[config.mk]
export PLATFORM = sky130hd
export DESIGN_NAME = irq_source_priority_logic
export DESIGN_NICKNAME = d
export VERILOG_FILES = /design/src/irq_pkg.sv /design/src/pin_edge_sync.sv /design/src/return_stack.sv /design/src/irq_source_priority_logic.sv
export SDC_FILE = /design/constraint.sdc
export NUM_CORES = 1
export LEC_CHECK = 0
export BUFFER_PORTS_ARGS = -buffer_cell sky130_fd_sc_hd__buf_2
export CAP_MARGIN = 20
export CORE_ASPECT_RATIO = 0.5
export CORE_MARGIN = 2
export CORE_UTILIZATION = 40
export CTS_CLUSTER_DIAMETER = 100
export DETAILED_ROUTE_END_ITERATION = 10
export REMOVE_ABC_BUFFERS = 1
export SYNTH_ARGS = -nofsm -noshare
export SYNTH_HDL_FRONTEND = slang
export SYNTH_HIERARCHICAL = 1
export SYNTH_SLANG_ARGS = --single-unit
[constraint.sdc]
create_clock -name clock_in -period 6.1 [get_ports clock_in]
set_input_delay 0.305 -clock clock_in [delete_from_list [all_inputs] [get_ports clock_in]]
set_output_delay 0.305 -clock clock_in [all_outputs]
set_load 0.02 [all_outputs]
[src/irq_pkg.sv]
package irq_pkg;
	// register bus shape
	localparam int ADDR_W = 3;
	localparam int DATA_W = 8;

	// register offsets
	localparam logic [2:0] ADDR_RESET_CAUSE   = 3'h0;
	localparam logic [2:0] ADDR_CTRL_FIRST    = 3'h1;
	localparam logic [2:0] ADDR_CTRL_SECOND   = 3'h2;
	localparam logic [2:0] ADDR_CTRL_THIRD    = 3'h3;
	localparam logic [2:0] ADDR_TIMER_LOW     = 3'h4;
	localparam logic [2:0] ADDR_TIMER_HIGH    = 3'h5;
	localparam logic [2:0] ADDR_TIMER_CONFIG  = 3'h6;

	// reset_cause_control fields
	localparam int RC_PRIORITY_LEVELS_ENABLE  = 7;
	localparam int RC_SOFTWARE_BROWNOUT_EN    = 6;
	localparam int RC_UNIMPLEMENTED           = 5;
	localparam int RC_RESET_INSTRUCTION_FLAG  = 4;
	localparam int RC_WATCHDOG_EXPIRED_FLAG   = 3;
	localparam int RC_POWER_DOWN_FLAG         = 2;
	localparam int RC_POWER_ON_FLAG           = 1;
	localparam int RC_BROWNOUT_RESET_FLAG     = 0;
	localparam logic [7:0] RC_RESET_VALUE     = 8'h5C;
	localparam logic [7:0] RC_WRITE_MASK      = 8'hD3;

	// irq_control_first fields
	localparam int F1_GLOBAL_IRQ_ENABLE       = 7;
	localparam int F1_LOW_GLOBAL_ENABLE       = 6;
	localparam int F1_TIMER_OVERFLOW_ENABLE   = 5;
	localparam int F1_EXT0_ENABLE             = 4;
	localparam int F1_PORT_CHANGE_ENABLE      = 3;
	localparam int F1_TIMER_OVERFLOW_FLAG     = 2;
	localparam int F1_EXT0_FLAG               = 1;
	localparam int F1_PORT_CHANGE_FLAG        = 0;

	// irq_control_second fields
	localparam int F2_EDGE_SELECT_LSB         = 3;
	localparam int F2_TIMER_OVERFLOW_PRIORITY = 2;
	localparam int F2_EXT3_PRIORITY           = 1;
	localparam int F2_PORT_CHANGE_PRIORITY    = 0;

	// irq_control_third fields
	localparam int F3_EXT2_PRIORITY           = 7;
	localparam int F3_EXT1_PRIORITY           = 6;
	localparam int F3_ENABLE_LSB              = 3;
	localparam int F3_FLAG_LSB                = 0;

	// timer configuration fields
	localparam int TC_RUN                     = 0;
	localparam int TC_SIXTEEN_BIT             = 1;

	localparam logic [7:0]  CTRL_RESET_VALUE  = 8'h00;
	localparam logic [7:0]  TCFG_RESET_VALUE  = 8'h00;
	localparam logic [15:0] TIMER_RESET_VALUE = 16'h0000;
	localparam logic [7:0]  COUNT8_MAX        = 8'hFF;
	localparam logic [15:0] COUNT16_MAX       = 16'hFFFF;

	localparam int PC_W        = 21;
	localparam int STACK_DEPTH = 31;

	typedef struct packed {
		logic reset_instr;
		logic watchdog_expired;
		logic sleep_entry;
		logic watchdog_cleared;
		logic power_on;
		logic brownout;
	} cause_events_t;

	typedef struct packed {
		logic [7:0] working_accumulator;
		logic [7:0] status;
		logic [7:0] bank_select_reg;
	} context_t;

	function automatic logic [7:0] merge_bits(input logic [7:0] old_v,
		input logic [7:0] new_v, input logic [7:0] mask);
		merge_bits = (new_v & mask) | (old_v & ~mask);
	endfunction : merge_bits
endpackage : irq_pkg

[src/pin_edge_sync.sv]
module pin_edge_sync #(
	parameter int WIDTH = 4
) (
	// clock and reset
	input  wire logic             clock_in,
	input  wire logic             reset_in,
	// pins
	input  wire logic [WIDTH-1:0] pins_in,
	// detected events
	output logic      [WIDTH-1:0] rise_out,
	output logic      [WIDTH-1:0] fall_out
);
	typedef struct packed {
		logic [WIDTH-1:0] meta;
		logic [WIDTH-1:0] sync;
		logic [WIDTH-1:0] prev;
		logic [1:0]       armed;
	} sync_state_t;

	sync_state_t s_r;
	sync_state_t s_nxt;

	always_comb
	begin
		s_nxt       = s_r;
		s_nxt.meta  = pins_in;
		s_nxt.sync  = s_r.meta;
		s_nxt.prev  = s_r.sync;
		// hold off until prev holds a real sample, or a high pin fakes a rise
		if (s_r.armed != 2'h3)
			s_nxt.armed = s_r.armed + 2'h1;
	end

	always_ff @(posedge clock_in)
	begin
		if (reset_in)
			s_r <= '0;
		else
			s_r <= s_nxt;
	end

	always_comb
	begin
		rise_out = (s_r.armed == 2'h3) ? (s_r.sync & ~s_r.prev) : '0;
		fall_out = (s_r.armed == 2'h3) ? (~s_r.sync & s_r.prev) : '0;
	end
endmodule : pin_edge_sync

[src/return_stack.sv]
module return_stack #(
	parameter int WIDTH = 21,
	parameter int DEPTH = 31
) (
	// clock and reset
	input  wire logic             clock_in,
	input  wire logic             reset_in,
	// push and pop
	input  wire logic             push_in,
	input  wire logic [WIDTH-1:0] push_data_in,
	input  wire logic             pop_in,
	// stack view
	output logic      [WIDTH-1:0] top_out,
	output logic                  full_out,
	output logic                  empty_out
);
	localparam int PTR_W = $clog2(DEPTH + 1);

	typedef struct packed {
		logic [PTR_W-1:0] ptr;
		logic [WIDTH-1:0] top;
	} stack_state_t;

	stack_state_t     s_r;
	stack_state_t     s_nxt;
	logic [WIDTH-1:0] mem [DEPTH];

	always_comb
	begin
		s_nxt = s_r;
		// a push onto a full stack is dropped; the oldest entries are kept
		if (push_in && s_r.ptr != PTR_W'(DEPTH))
		begin
			s_nxt.ptr = s_r.ptr + PTR_W'(1);
			s_nxt.top = push_data_in;
		end
		else if (pop_in && !push_in && s_r.ptr != '0)
		begin
			s_nxt.ptr = s_r.ptr - PTR_W'(1);
			s_nxt.top = (s_r.ptr > PTR_W'(1)) ? mem[s_r.ptr - PTR_W'(2)] : '0;
		end
	end

	always_ff @(posedge clock_in)
	begin
		if (reset_in)
			s_r <= '0;
		else
			s_r <= s_nxt;
		if (!reset_in && push_in && s_r.ptr != PTR_W'(DEPTH))
			mem[s_r.ptr] <= push_data_in;
	end

	assign top_out   = s_r.top;
	assign full_out  = (s_r.ptr == PTR_W'(DEPTH));
	assign empty_out = (s_r.ptr == '0);
endmodule : return_stack

[src/irq_source_priority_logic.sv]
// Function
// - priority enable bit selects two-level priority
// - reset control holds reset and wake causes
// - bit five of reset control reads zero
// - edge select: one rising, zero falling
// - qualifying pin edge sets its flag
// - cleared enable blocks the source, flag still sets
// - enabled external interrupt wakes the processor
// - vector after wake only when globally enabled
// - external one to three priority bits
// - external zero is always high priority
// - eight-bit timer wrap sets overflow flag
// - sixteen-bit timer wrap sets overflow flag
// - timer overflow enable and priority bits
// - upper port pin change sets change flag
// - port change enable and priority bits
// - entry pushes return address onto stack
// - entry copies working, status, bank into shadow
//
// Added by the designer: the register offsets and the plain strobed port.
module irq_source_priority_logic #(
	parameter int STACK_DEPTH = irq_pkg::STACK_DEPTH
) (
	// clock and reset
	input  wire logic                           clock_in,
	input  wire logic                           reset_in,
	// register port
	input  wire logic [irq_pkg::ADDR_W-1:0]     addr_in,
	input  wire logic [irq_pkg::DATA_W-1:0]     wdata_in,
	input  wire logic                           wr_in,
	input  wire logic                           rd_in,
	output logic      [irq_pkg::DATA_W-1:0]     rdata_out,
	// pins
	input  wire logic [3:0]                     ext_irq_pins_in,
	input  wire logic [3:0]                     port_upper_pins_in,
	// timer and reset-cause events
	input  wire logic                           timer_tick_in,
	input  wire irq_pkg::cause_events_t         cause_events_in,
	// core interrupt handshake
	input  wire logic                           irq_entry_in,
	input  wire logic                           irq_entry_low_in,
	input  wire logic                           irq_return_in,
	input  wire logic [irq_pkg::PC_W-1:0]       return_pc_in,
	input  wire irq_pkg::context_t              context_in,
	output logic                                high_irq_req_out,
	output logic                                low_irq_req_out,
	output logic                                wake_out,
	// saved context
	output logic      [irq_pkg::PC_W-1:0]       stack_top_out,
	output logic                                stack_full_out,
	output logic                                stack_empty_out,
	output irq_pkg::context_t                   shadow_out
);
	typedef struct packed {
		logic [7:0]        reset_cause_control;
		logic [7:0]        first;
		logic [7:0]        second;
		logic [7:0]        third;
		logic [15:0]       count;
		logic [7:0]        tcfg;
		logic [7:0]        rdata;
		irq_pkg::context_t shadow;
	} irq_state_t;

	irq_state_t s_r;
	irq_state_t s_nxt;
	logic [3:0] ext_rise;
	logic [3:0] ext_fall;
	logic [3:0] port_rise;
	logic [3:0] port_fall;
	logic [3:0] edge_sel;
	logic [3:0] ext_hit;
	logic [3:0] ext_pend;
	logic       tmr_pend;
	logic       rb_pend;
	logic       high_any;
	logic       low_any;
	logic       prio_mode;
	logic       gie_high;
	logic       gie_low;

	pin_edge_sync #(
		.WIDTH (4)
	) ext_sync (
		.clock_in (clock_in),
		.reset_in (reset_in),
		.pins_in  (ext_irq_pins_in),
		.rise_out (ext_rise),
		.fall_out (ext_fall)
	);

	pin_edge_sync #(
		.WIDTH (4)
	) port_sync (
		.clock_in (clock_in),
		.reset_in (reset_in),
		.pins_in  (port_upper_pins_in),
		.rise_out (port_rise),
		.fall_out (port_fall)
	);

	return_stack #(
		.WIDTH (irq_pkg::PC_W),
		.DEPTH (STACK_DEPTH)
	) pc_stack (
		.clock_in     (clock_in),
		.reset_in     (reset_in),
		.push_in      (irq_entry_in),
		.push_data_in (return_pc_in),
		.pop_in       (irq_return_in),
		.top_out      (stack_top_out),
		.full_out     (stack_full_out),
		.empty_out    (stack_empty_out)
	);

	// edge selects for sources 0..3 sit high to low in the second register
	always_comb
	begin
		for (int i = 0; i < 4; i++)
			edge_sel[i] = s_r.second[irq_pkg::F2_EDGE_SELECT_LSB + 3 - i];
		for (int i = 0; i < 4; i++)
			ext_hit[i] = edge_sel[i] ? ext_rise[i] : ext_fall[i];
	end

	always_comb
	begin
		s_nxt = s_r;
		s_nxt.rdata = '0;
		if (rd_in)
		begin
			unique case (addr_in)
				irq_pkg::ADDR_RESET_CAUSE:  s_nxt.rdata = s_r.reset_cause_control;
				irq_pkg::ADDR_CTRL_FIRST:   s_nxt.rdata = s_r.first;
				irq_pkg::ADDR_CTRL_SECOND:  s_nxt.rdata = s_r.second;
				irq_pkg::ADDR_CTRL_THIRD:   s_nxt.rdata = s_r.third;
				irq_pkg::ADDR_TIMER_LOW:    s_nxt.rdata = s_r.count[7:0];
				irq_pkg::ADDR_TIMER_HIGH:   s_nxt.rdata = s_r.count[15:8];
				irq_pkg::ADDR_TIMER_CONFIG: s_nxt.rdata = s_r.tcfg;
				default:                    s_nxt.rdata = '0;
			endcase
		end
		if (wr_in)
		begin
			unique case (addr_in)
				irq_pkg::ADDR_RESET_CAUSE:
					s_nxt.reset_cause_control = irq_pkg::merge_bits(s_r.reset_cause_control, wdata_in,
						irq_pkg::RC_WRITE_MASK);
				irq_pkg::ADDR_CTRL_FIRST:   s_nxt.first = wdata_in;
				irq_pkg::ADDR_CTRL_SECOND:  s_nxt.second = wdata_in;
				irq_pkg::ADDR_CTRL_THIRD:   s_nxt.third = wdata_in;
				irq_pkg::ADDR_TIMER_LOW:    s_nxt.count[7:0] = wdata_in;
				irq_pkg::ADDR_TIMER_HIGH:   s_nxt.count[15:8] = wdata_in;
				irq_pkg::ADDR_TIMER_CONFIG: s_nxt.tcfg = wdata_in;
				default:                    s_nxt.rdata = s_nxt.rdata;
			endcase
		end

		// hardware cause updates come after the write so they win
		if (cause_events_in.watchdog_cleared)
		begin
			s_nxt.reset_cause_control[irq_pkg::RC_WATCHDOG_EXPIRED_FLAG] = 1'b1;
			s_nxt.reset_cause_control[irq_pkg::RC_POWER_DOWN_FLAG]       = 1'b1;
		end
		if (cause_events_in.reset_instr)
			s_nxt.reset_cause_control[irq_pkg::RC_RESET_INSTRUCTION_FLAG] = 1'b0;
		if (cause_events_in.watchdog_expired)
			s_nxt.reset_cause_control[irq_pkg::RC_WATCHDOG_EXPIRED_FLAG] = 1'b0;
		if (cause_events_in.sleep_entry)
			s_nxt.reset_cause_control[irq_pkg::RC_POWER_DOWN_FLAG] = 1'b0;
		if (cause_events_in.power_on)
			s_nxt.reset_cause_control[irq_pkg::RC_POWER_ON_FLAG] = 1'b0;
		if (cause_events_in.brownout)
			s_nxt.reset_cause_control[irq_pkg::RC_BROWNOUT_RESET_FLAG] = 1'b0;
		s_nxt.reset_cause_control[irq_pkg::RC_UNIMPLEMENTED] = 1'b0;

		// timer; a software write to the count takes that cycle's tick
		if (s_r.tcfg[irq_pkg::TC_RUN] && timer_tick_in && !(wr_in &&
			(addr_in == irq_pkg::ADDR_TIMER_LOW || addr_in == irq_pkg::ADDR_TIMER_HIGH)))
		begin
			if (s_r.tcfg[irq_pkg::TC_SIXTEEN_BIT])
			begin
				s_nxt.count = s_r.count + 16'h0001;
				if (s_r.count == irq_pkg::COUNT16_MAX)
					s_nxt.first[irq_pkg::F1_TIMER_OVERFLOW_FLAG] = 1'b1;
			end
			else
			begin
				s_nxt.count[7:0] = s_r.count[7:0] + 8'h01;
				if (s_r.count[7:0] == irq_pkg::COUNT8_MAX)
					s_nxt.first[irq_pkg::F1_TIMER_OVERFLOW_FLAG] = 1'b1;
			end
		end

		// flags set regardless of enable; set beats a same-cycle clear
		if (ext_hit[0])
			s_nxt.first[irq_pkg::F1_EXT0_FLAG] = 1'b1;
		for (int i = 1; i < 4; i++)
			if (ext_hit[i])
				s_nxt.third[irq_pkg::F3_FLAG_LSB + i - 1] = 1'b1;
		if (|(port_rise | port_fall))
			s_nxt.first[irq_pkg::F1_PORT_CHANGE_FLAG] = 1'b1;

		// entry drops the enable of the level taken, return raises it again
		if (irq_entry_in)
		begin
			s_nxt.shadow = context_in;
			if (prio_mode && irq_entry_low_in)
				s_nxt.first[irq_pkg::F1_LOW_GLOBAL_ENABLE] = 1'b0;
			else
				s_nxt.first[irq_pkg::F1_GLOBAL_IRQ_ENABLE] = 1'b0;
		end
		else if (irq_return_in)
		begin
			if (prio_mode && gie_high)
				s_nxt.first[irq_pkg::F1_LOW_GLOBAL_ENABLE] = 1'b1;
			else
				s_nxt.first[irq_pkg::F1_GLOBAL_IRQ_ENABLE] = 1'b1;
		end
	end

	always_ff @(posedge clock_in)
	begin
		if (reset_in)
		begin
			s_r.reset_cause_control   <= irq_pkg::RC_RESET_VALUE;
			s_r.first  <= irq_pkg::CTRL_RESET_VALUE;
			s_r.second <= irq_pkg::CTRL_RESET_VALUE;
			s_r.third  <= irq_pkg::CTRL_RESET_VALUE;
			s_r.count  <= irq_pkg::TIMER_RESET_VALUE;
			s_r.tcfg   <= irq_pkg::TCFG_RESET_VALUE;
			s_r.rdata  <= '0;
			s_r.shadow <= '0;
		end
		else
			s_r <= s_nxt;
	end

	// pending means flag and enable; the handler owns flag clearing
	always_comb
	begin
		ext_pend[0] = s_r.first[irq_pkg::F1_EXT0_FLAG] &
			s_r.first[irq_pkg::F1_EXT0_ENABLE];
		for (int i = 1; i < 4; i++)
			ext_pend[i] = s_r.third[irq_pkg::F3_FLAG_LSB + i - 1] &
				s_r.third[irq_pkg::F3_ENABLE_LSB + i - 1];
		tmr_pend = s_r.first[irq_pkg::F1_TIMER_OVERFLOW_FLAG] &
			s_r.first[irq_pkg::F1_TIMER_OVERFLOW_ENABLE];
		rb_pend  = s_r.first[irq_pkg::F1_PORT_CHANGE_FLAG] &
			s_r.first[irq_pkg::F1_PORT_CHANGE_ENABLE];
	end

	always_comb
	begin
		prio_mode = s_r.reset_cause_control[irq_pkg::RC_PRIORITY_LEVELS_ENABLE];
		gie_high  = s_r.first[irq_pkg::F1_GLOBAL_IRQ_ENABLE];
		gie_low   = s_r.first[irq_pkg::F1_LOW_GLOBAL_ENABLE];
		high_any  = ext_pend[0]
			| (ext_pend[1] & s_r.third[irq_pkg::F3_EXT1_PRIORITY])
			| (ext_pend[2] & s_r.third[irq_pkg::F3_EXT2_PRIORITY])
			| (ext_pend[3] & s_r.second[irq_pkg::F2_EXT3_PRIORITY])
			| (tmr_pend & s_r.second[irq_pkg::F2_TIMER_OVERFLOW_PRIORITY])
			| (rb_pend & s_r.second[irq_pkg::F2_PORT_CHANGE_PRIORITY]);
		low_any   = (ext_pend[1] & ~s_r.third[irq_pkg::F3_EXT1_PRIORITY])
			| (ext_pend[2] & ~s_r.third[irq_pkg::F3_EXT2_PRIORITY])
			| (ext_pend[3] & ~s_r.second[irq_pkg::F2_EXT3_PRIORITY])
			| (tmr_pend & ~s_r.second[irq_pkg::F2_TIMER_OVERFLOW_PRIORITY])
			| (rb_pend & ~s_r.second[irq_pkg::F2_PORT_CHANGE_PRIORITY]);
		if (prio_mode)
		begin
			high_irq_req_out = gie_high & high_any;
			low_irq_req_out  = gie_high & gie_low & low_any & ~high_any;
		end
		else
		begin
			// single level: every source vectors through the one request
			high_irq_req_out = gie_high & (high_any | low_any);
			low_irq_req_out  = 1'b0;
		end
		wake_out = (|ext_pend) | tmr_pend | rb_pend;
	end

	assign rdata_out  = s_r.rdata;
	assign shadow_out = s_r.shadow;
endmodule : irq_source_priority_logic

# Yosys cells after proc, flatten, opt, wreduce, memory -nomap -nowiden
# Memory sizes are Yosys's and may differ from the RTL's.
# Cells that the tools add are included.
[word_totals] ff_bits=141 ram_bits=651 out_inout_bits=58 wordCells=205 memories=1
[memory_table] memory="pc_stack.mem" words=31 word_bits=21 rd=1 rd_ports_with_merged_regs=0 write_ports=1 line_no="return_stack.sv:26" source="logic [WIDTH-1:0] mem [DEPTH];"
[op_classes] n_addsub=7 magnitude_cmp=1 eq_ne=14 n_mux=47 n_bitwise=49 reduce_logical=54
[op_table] cell="8-bit two-way mux" n=9
[op_table] cell="61-bit two-way mux" n=1
[op_table] cell="8-bit case mux with 7 select lines" n=1
[op_table] cell="26-bit two-way mux" n=2
[op_table] cell="2-bit nonzero test" n=15
[op_table] cell="2-bit AND reduction" n=14
[op_table] cell="1-bit two-way mux" n=24
[op_table] cell="1-bit AND" n=21
[op_table] cell="21-bit two-way mux" n=1
[op_table] cell="16-bit by 1-bit adder with 16-bit output (second input constant)" n=1
[op_table] cell="4-bit AND" n=4
[op_table] cell="16-bit == test (second input constant)" n=1
[op_table] cell="16-bit two-way mux" n=1
[op_table] cell="4-bit two-way mux" n=4
[op_table] cell="4-bit NOT" n=4
[op_table] cell="1-bit OR" n=12
[op_table] cell="3-bit nonzero test" n=4
[op_table] cell="1-bit logical AND" n=10
[op_table] cell="3-bit == test (second input constant)" n=3
[op_table] cell="8-bit by 1-bit adder with 8-bit output (second input constant)" n=1
[op_table] cell="8-bit == test (second input constant)" n=1
[op_table] cell="8-bit by 4-bit OR with 8-bit output" n=1
[op_table] cell="4-bit OR reduction" n=2
[op_table] cell="3-bit by 2-bit == test with 1-bit output (second input constant)" n=2
[op_table] cell="20 further kinds" n=33

# Logic depth before layout (Yosys ltp)
[depth] ltp_word=10 mapped_depth=15 mapped_depth_nobuf=8

# By module
# The synthesis kept the hierarchy.
[by_module_without_submodules] mod="return_stack" instances=1 cells_per_inst=1392 area_per_inst_um2=26938.3 seq_area_each_um2=20069.2
[by_module_without_submodules] mod="irq_source_priority_logic" instances=1 cells_per_inst=516 area_per_inst_um2=4480.5 seq_area_each_um2=1741.7
[by_module_without_submodules] mod="pin_edge_sync" instances=2 cells_per_inst=45 area_per_inst_um2=513.0 seq_area_each_um2=280.3

# Least setup slack after synthesis
# OpenSTA, ideal clock, no wires.
[synth_timing] kind="register to register" start="register pc_stack/s_r[22] (netlist bit)" end="register pc_stack.s_r (netlist bit pc_stack/top_out[0])" arrival_ns=2.912 required_time_ns=6.026 slack_ns=3.114 stages_incl_launch_ff=16 n_path_buf=9 period_less_slack_ns=2.986 path_cell_list="dfxtp_1 buf_6 buf_6 buf_6 buf_6 buf_2 inv_1 ha_1 buf_2 buf_2 buf_4 nor2_1 clkbuf_1 a22oi_1 a32o_1 a31oi_1"
[synth_between] elab_chain_len=5 word_cells_on_any_way=11
[synth_rtl] item="start: declaration" line_no="return_stack.sv:24" source="stack_state_t s_r;"
[synth_rtl] item="start signal: assignment" line_no="return_stack.sv:49" source="s_r <= s_nxt;"
[synth_rtl] item="5-bit by 2-bit subtractor with 5-bit output" line_no="return_stack.sv:40" source="s_nxt.top = (s_r.ptr > PTR_W'(1)) ? mem[s_r.ptr - PTR_W'(2)] : '0;"
[synth_rtl] item="memory read 31 x 21 bit"
[synth_rtl] item="21-bit two-way mux" line_no="return_stack.sv:40"
[synth_rtl] item="26-bit two-way mux" line_no="return_stack.sv:37" source="else if (pop_in && !push_in && s_r.ptr != '0)"
[synth_rtl] item="26-bit two-way mux" line_no="return_stack.sv:32" source="if (push_in && s_r.ptr != PTR_W'(DEPTH))"
# Parallel ways exist; a longest one is shown, timed or not. The select of a mux whose other input is x is not followed.
# A chain may end at the register's enable or synchronous reset.

# Final worst setup path
# Ends and elaborated chain as after synthesis.

==> flow_summary.html <==
<table>
<tr><th>Metric</th><th>Value</th></tr>
<tr><th colspan="2">Outcome</th></tr>
<tr><td>Run status</td><td>complete, no violations</td></tr>
<tr><th colspan="2">Critical path</th></tr>
<tr><td>Startpoint Class</td><td>flip-flop</td></tr>
<tr><td>CP max-delay cell</td><td>dfxtp_4</td></tr>
<tr><td>Worst reg2reg setup slack</td><td>2110 ps</td></tr>
<tr><td>Critical Path End Type</td><td>flip-flop</td></tr>
<tr><td>Most used cell along the critical path</td><td>buf_4</td></tr>
<tr><td>Critical Path End</td><td>pc_stack/top_out[0]$_SDFFE_PP0P_</td></tr>
<tr><td>Required time at the endpoint of the critical path</td><td>6640 ps</td></tr>
<tr><td>Launch point of the worst reg-to-reg path</td><td>pc_stack/s_r[22]$_SDFFE_PP0P_</td></tr>
<tr><td>CP max FO</td><td>41</td></tr>
<tr><td>Crit Path Category</td><td>flip-flop to flip-flop</td></tr>
<tr><td>Reg-to-Reg End</td><td>pc_stack/top_out[0]$_SDFFE_PP0P_</td></tr>
<tr><td>Critical-path cell list</td><td>buf_4, buf_4, nor3_4, xor2_1, nand3_1, a32o_1, a31oi_1</td></tr>
<tr><td>CP Data Arrival Time</td><td>4530 ps</td></tr>
<tr><td>Delay of the slowest critical-path stage</td><td>750 ps</td></tr>
<tr><td>Register-to-Register Path Depth</td><td>7</td></tr>
<tr><td>Start point of the critical path</td><td>pc_stack/s_r[22]$_SDFFE_PP0P_</td></tr>
<tr><th colspan="2">STA</th></tr>
<tr><td>Final cycle utilization of the critical path</td><td>65.42%</td></tr>
<tr><td>Worst hold margin</td><td>38.03 ps</td></tr>
<tr><td>Final hold viol count</td><td>0</td></tr>
<tr><td>Upper clock frequency limit</td><td>0.2506 GHz</td></tr>
<tr><td>Time the final worst path needs with I/O delays and setup</td><td>3991 ps</td></tr>
<tr><td>Unrepaired setup endpoints after global routing</td><td>false</td></tr>
<tr><td>Setup-violating endpoint count in the final report</td><td>0</td></tr>
<tr><td>Worst max-slew margin expressed relative to the limit</td><td>24.25%</td></tr>
<tr><td>Final Max Tran Viols</td><td>0</td></tr>
<tr><td>Worst-Margin Slew</td><td>1135 ps</td></tr>
<tr><td>Worst clock skew</td><td>28.10 ps</td></tr>
<tr><th colspan="2">Clocking</th></tr>
<tr><td>Clock slew seen by the registers of the worst setup and hold paths</td><td>60 ps</td></tr>
<tr><td>Setup fix buffers added after clock tree synthesis</td><td>0</td></tr>
<tr><td>Clock latency at the later pin of the worst-skew pair</td><td>630 ps</td></tr>
<tr><td>Clock sinks</td><td>792</td></tr>
<tr><td>Number of H-tree branching levels</td><td>3</td></tr>
<tr><td>TritonCTS buffer count</td><td>73</td></tr>
<tr><td>Clock Root Buffer</td><td>clkbuf_16</td></tr>
<tr><td>Count of cells resized by post-cts repair</td><td>0</td></tr>
<tr><td>TritonCTS clock tree</td><td>done</td></tr>
<tr><td>Clk buf depth</td><td>3</td></tr>
<tr><th colspan="2">Global route</th></tr>
<tr><td>Pin count of the biggest net entering global routing</td><td>131</td></tr>
<tr><td>GRT Resource Usage Total</td><td>18.66%</td></tr>
<tr><td>Vias in the first global route</td><td>17570</td></tr>
<tr><td>Wire length of the first global-routing pass</td><td>116.2 mm</td></tr>
<tr><td>Residual overflow from global routing</td><td>0</td></tr>
<tr><td>Initial antenna violation count</td><td>6</td></tr>
<tr><th colspan="2">Yosys</th></tr>
<tr><td>Compound-Gate Fraction of Synth Area</td><td>5.569%</td></tr>
<tr><td>Share of the synthesized area in the top cell type</td><td>60.25%</td></tr>
<tr><td>Synth Cell Area</td><td>32440 um2</td></tr>
<tr><td>Simple-gate share of the synthesized area</td><td>6.791%</td></tr>
<tr><td>Proportion of synthesized area in mux cells</td><td>14.00%</td></tr>
<tr><td>Post-Synth XOR/XNOR Area</td><td>0.2931%</td></tr>
<tr><td>Main area contributors after synthesis</td><td>edfxtp_1 (60%), dfxtp_1 (8.7%), mux4_2 (7.4%), mux2i_1 (4.9%), buf_4 (1.5%)</td></tr>
<tr><td>Async SR Flop Fraction</td><td>0%</td></tr>
<tr><td>Number of unique standard cell types used by synthesis</td><td>83</td></tr>
<tr><td>Fraction of the mapped netlist area in adder cells</td><td>0.4628%</td></tr>
<tr><td>Synth Register Bits</td><td>792</td></tr>
<tr><td>Sequential share of the synthesized area</td><td>68.95%</td></tr>
<tr><td>Synthesized instance count</td><td>1998</td></tr>
<tr><td>Average cell area after synthesis</td><td>16.24 um2</td></tr>
<tr><td>Cell taking the most area after synthesis</td><td>edfxtp_1</td></tr>
<tr><td>Main combinational cell family by area after synthesis</td><td>multiplexers</td></tr>
<tr><td>Flip-flop cell with the highest count after synthesis</td><td>edfxtp_1</td></tr>
<tr><td>EDFF count, synth</td><td>651</td></tr>
<tr><td>Total of warnings raised by yosys</td><td>6</td></tr>
<tr><th colspan="2">Routing</th></tr>
<tr><td>Detailed Routing Iterations Pass 1</td><td>5</td></tr>
<tr><td>Detailed route wirelength on metal2</td><td>35.99 mm</td></tr>
<tr><td>Aggregate routed wire length</td><td>78.38 mm</td></tr>
<tr><td>Routed metal-1 wirelength</td><td>35.75 mm</td></tr>
<tr><td>Starting DRT DRC Count</td><td>1786</td></tr>
<tr><td>Uppermost signal routing layer after detailed routing</td><td>met4</td></tr>
<tr><td>Average wire length per cell after detail routing</td><td>23.98 um</td></tr>
<tr><td>Via/cell ratio</td><td>5.586</td></tr>
<tr><td>Vias after detailed routing</td><td>18260</td></tr>
<tr><td>Antenna-violating nets left</td><td>0</td></tr>
<tr><td>DRC violation count after routing</td><td>0</td></tr>
<tr><td>Routed wl met3</td><td>4.691 mm</td></tr>
<tr><th colspan="2">Die</th></tr>
<tr><td>DIE HEIGHT</td><td>205.4 um</td></tr>
<tr><td>Starting density of the core</td><td>40.64%</td></tr>
<tr><td>Total core area</td><td>79830 um2</td></tr>
<tr><td>Core Rows</td><td>73</td></tr>
<tr><td>Die outline width</td><td>406.8 um</td></tr>
<tr><td>Die outline area</td><td>83540 um2</td></tr>
<tr><td>Top-level I/O count</td><td>136</td></tr>
<tr><th colspan="2">Pwr</th></tr>
<tr><td>Highest ir drop seen on vdd</td><td>0.0002034 V</td></tr>
<tr><td>Total power per unit cell area</td><td>345.8 nW/um2</td></tr>
<tr><td>Reported leakage power</td><td>11.84 nW</td></tr>
<tr><th colspan="2">Cells and area</th></tr>
<tr><td>Final core utilization</td><td>45.90%</td></tr>
<tr><td>Final-stage net count</td><td>2213</td></tr>
<tr><td>Final Instance Count excl. Fillers</td><td>3269</td></tr>
<tr><td>Layout area overhead</td><td>12.94%</td></tr>
<tr><td>Summed area of non-filler cells in the final layout</td><td>36640 um2</td></tr>
<tr><td>Layout cell share with drive strength beyond 1</td><td>23.99%</td></tr>
<tr><td>Filler Cell Count</td><td>6889</td></tr>
<tr><th colspan="2">Place</th></tr>
<tr><td>Port bufs</td><td>135</td></tr>
<tr><td>Gpl congestion</td><td>0.9173</td></tr>
<tr><td>Cell area after placement</td><td>33840 um2</td></tr>
<tr><td>Placed insts</td><td>3095</td></tr>
<tr><td>Detail Placement HPWL</td><td>46.55 mm</td></tr>
<tr><th colspan="2">Flow run</th></tr>
<tr><td>Max-capacitance violation count</td><td>0</td></tr>
<tr><th colspan="2">Hold path</th></tr>
<tr><td>Worst hold path type</td><td>primary input to flip-flop</td></tr>
</table>
[final cells by class]
class,count,area (um2),area share [%]
Clock buffer,92,1991,5.433
Inverter,10,37.54,0.1024
Timing Repair Buffer,228,1528,4.169
Sequential cell,792,22380,61.07
Clock inverter,40,407.9,1.113
Multi-Input combinational cell,1018,8935,24.38
Tap cell,1087,1360,3.712
Antenna cell,2,5.005,0.01366
[worst min path at each step]
stage / start / to / depth (start not counted)
2_1_floorplan: reset_in / ext_sync/s_nxt[2]$_SDFF_PP0_ / 1
3_3_place_gp: port_sync/s_nxt[7]$_SDFF_PP0_ / port_sync/s_nxt[3]$_SDFF_PP0_ / 1
3_5_place_dp: port_sync/s_nxt[9]$_SDFF_PP0_ / port_sync/s_nxt[5]$_SDFF_PP0_ / 1
4_1_cts: wdata_in[3] / s_r[35]$_SDFFE_PP0P_ / 3
5_1_grt: wdata_in[0] / s_r[64]$_SDFFE_PP0P_ / 3
6_report: wdata_in[2] / s_r[34]$_SDFFE_PP0P_ / 3
[critical path, delay by kind of cell, from the launching register on]
kind | cells | cell delay [ps]
AOI/OAI and AO/OA | 2 | 740
xor gates and xnor gates | 1 | 220
buffers and inverters | 2 | 1270
DFF | 1 | 750
and+or+nand+nor | 2 | 870
[cell usage in the layout (no fill, tap or decap), types with 9 or more instances in the layout]
cell / synthesis / routed
and2b_1: 9 / 9
mux2_2: 43 / 43
clkinv_2: 0 / 12
mux4_2: 106 / 106
dfxtp_1: 141 / 139
o21ai_0: 17 / 17
nor2_2: 6 / 38
a21oi_1: 77 / 77
nand2_1: 108 / 108
inv_1: 9 / 9
and3b_1: 10 / 10
buf_4: 66 / 49
dlygate4sd3_1: 0 / 40
nand3_1: 39 / 39
a22oi_1: 46 / 46
nor2_1: 118 / 86
a31oi_1: 33 / 33
nor2b_2: 16 / 18
nor2b_1: 11 / 9
buf_2: 44 / 134
ha_1: 12 / 11
mux2i_1: 159 / 159
a221oi_1: 23 / 23
clkbuf_16: 0 / 75
nor3_1: 10 / 10
clkbuf_1: 38 / 12
a32o_1: 20 / 20
edfxtp_1: 651 / 651
clkinv_1: 1 / 13
nand4_1: 47 / 47
[per-layer routing]
layer / vias up / GRT usage [%]
met5: - / 0
met4: 0 / 5.344
met2: 643 / 28.95
met3: 127 / 2.674
met1: 9416 / 27.41
li1: 8074 / -
[state kept, by name, indices dropped and copies added, names as in the netlist]
register,cells
ext_sync/s_nxt,8
port_sync/s_nxt,8
rdata_out,8
edge_sel,4
pc_stack/top_out,21
shadow_out,24
prio_mode,1
gie_high,1
pc_stack/mem,651
gie_low,1
pc_stack/s_r,5
ext_sync/s_r,6
port_sync/s_r,6
s_r,48
[stage by stage]
| stage | total power [mW] | setup slack [ps] | TNS (ps) |
|---|---|---|---|
| after global routing | 13.11 | 1852 | 0 |
| after floorplan | 7.505 | -4881 | -2314390 |
| after global placement | 8.123 | 2075 | 0 |
| after CTS | 12.76 | 2134 | 0 |
| after detailed placement | 8.151 | 2175 | 0 |
| final | 12.67 | 2109 | 0 |
[synthesized netlist by cell type, drive strengths merged (5+ instances only)]
cell / count
nand2: 108
buf: 137
nand4: 48
mux2: 43
nor3: 12
edfxtp: 651
a21oi: 77
dfxtp: 141
o311ai: 5
mux4: 109
and3b: 10
nor2: 124
nand3b: 6
a32o: 20
nand3: 40
nor4: 5
a31oi: 33
inv: 9
o21ai: 19
ha: 12
a211oi: 5
and3: 6
and2b: 9
xor2: 6
mux2i: 159
a221oi: 23
a22oi: 46
clkbuf: 41
nor2b: 27
o2bb2ai: 6
[power by group]
part           internal (mW)  switching [mW]
Sequential              5.95           0.112
Clock                   2.59            2.00
Combinational          0.757            1.26
Total                   9.30            3.38
[cell families (layout without fill, tap and decap cells)]
family | after synthesis | after routing
simple gates | 424 | 424
buf+inv | 188 | 370
compound gates | 261 | 261
flops | 792 | 792
xor+xnor | 10 | 10
other cells | 0 | 2
fa+ha+maj | 12 | 12
mux | 311 | 311
[repair_timing]
item | 4_1_cts | 5_1_grt
endpoints found under the setup margin | 0 | 0
hold buffers | 40 | 0
endpoints found under the hold margin | 38 | 0
Note: power is estimated with default switching activity, not from simulation.
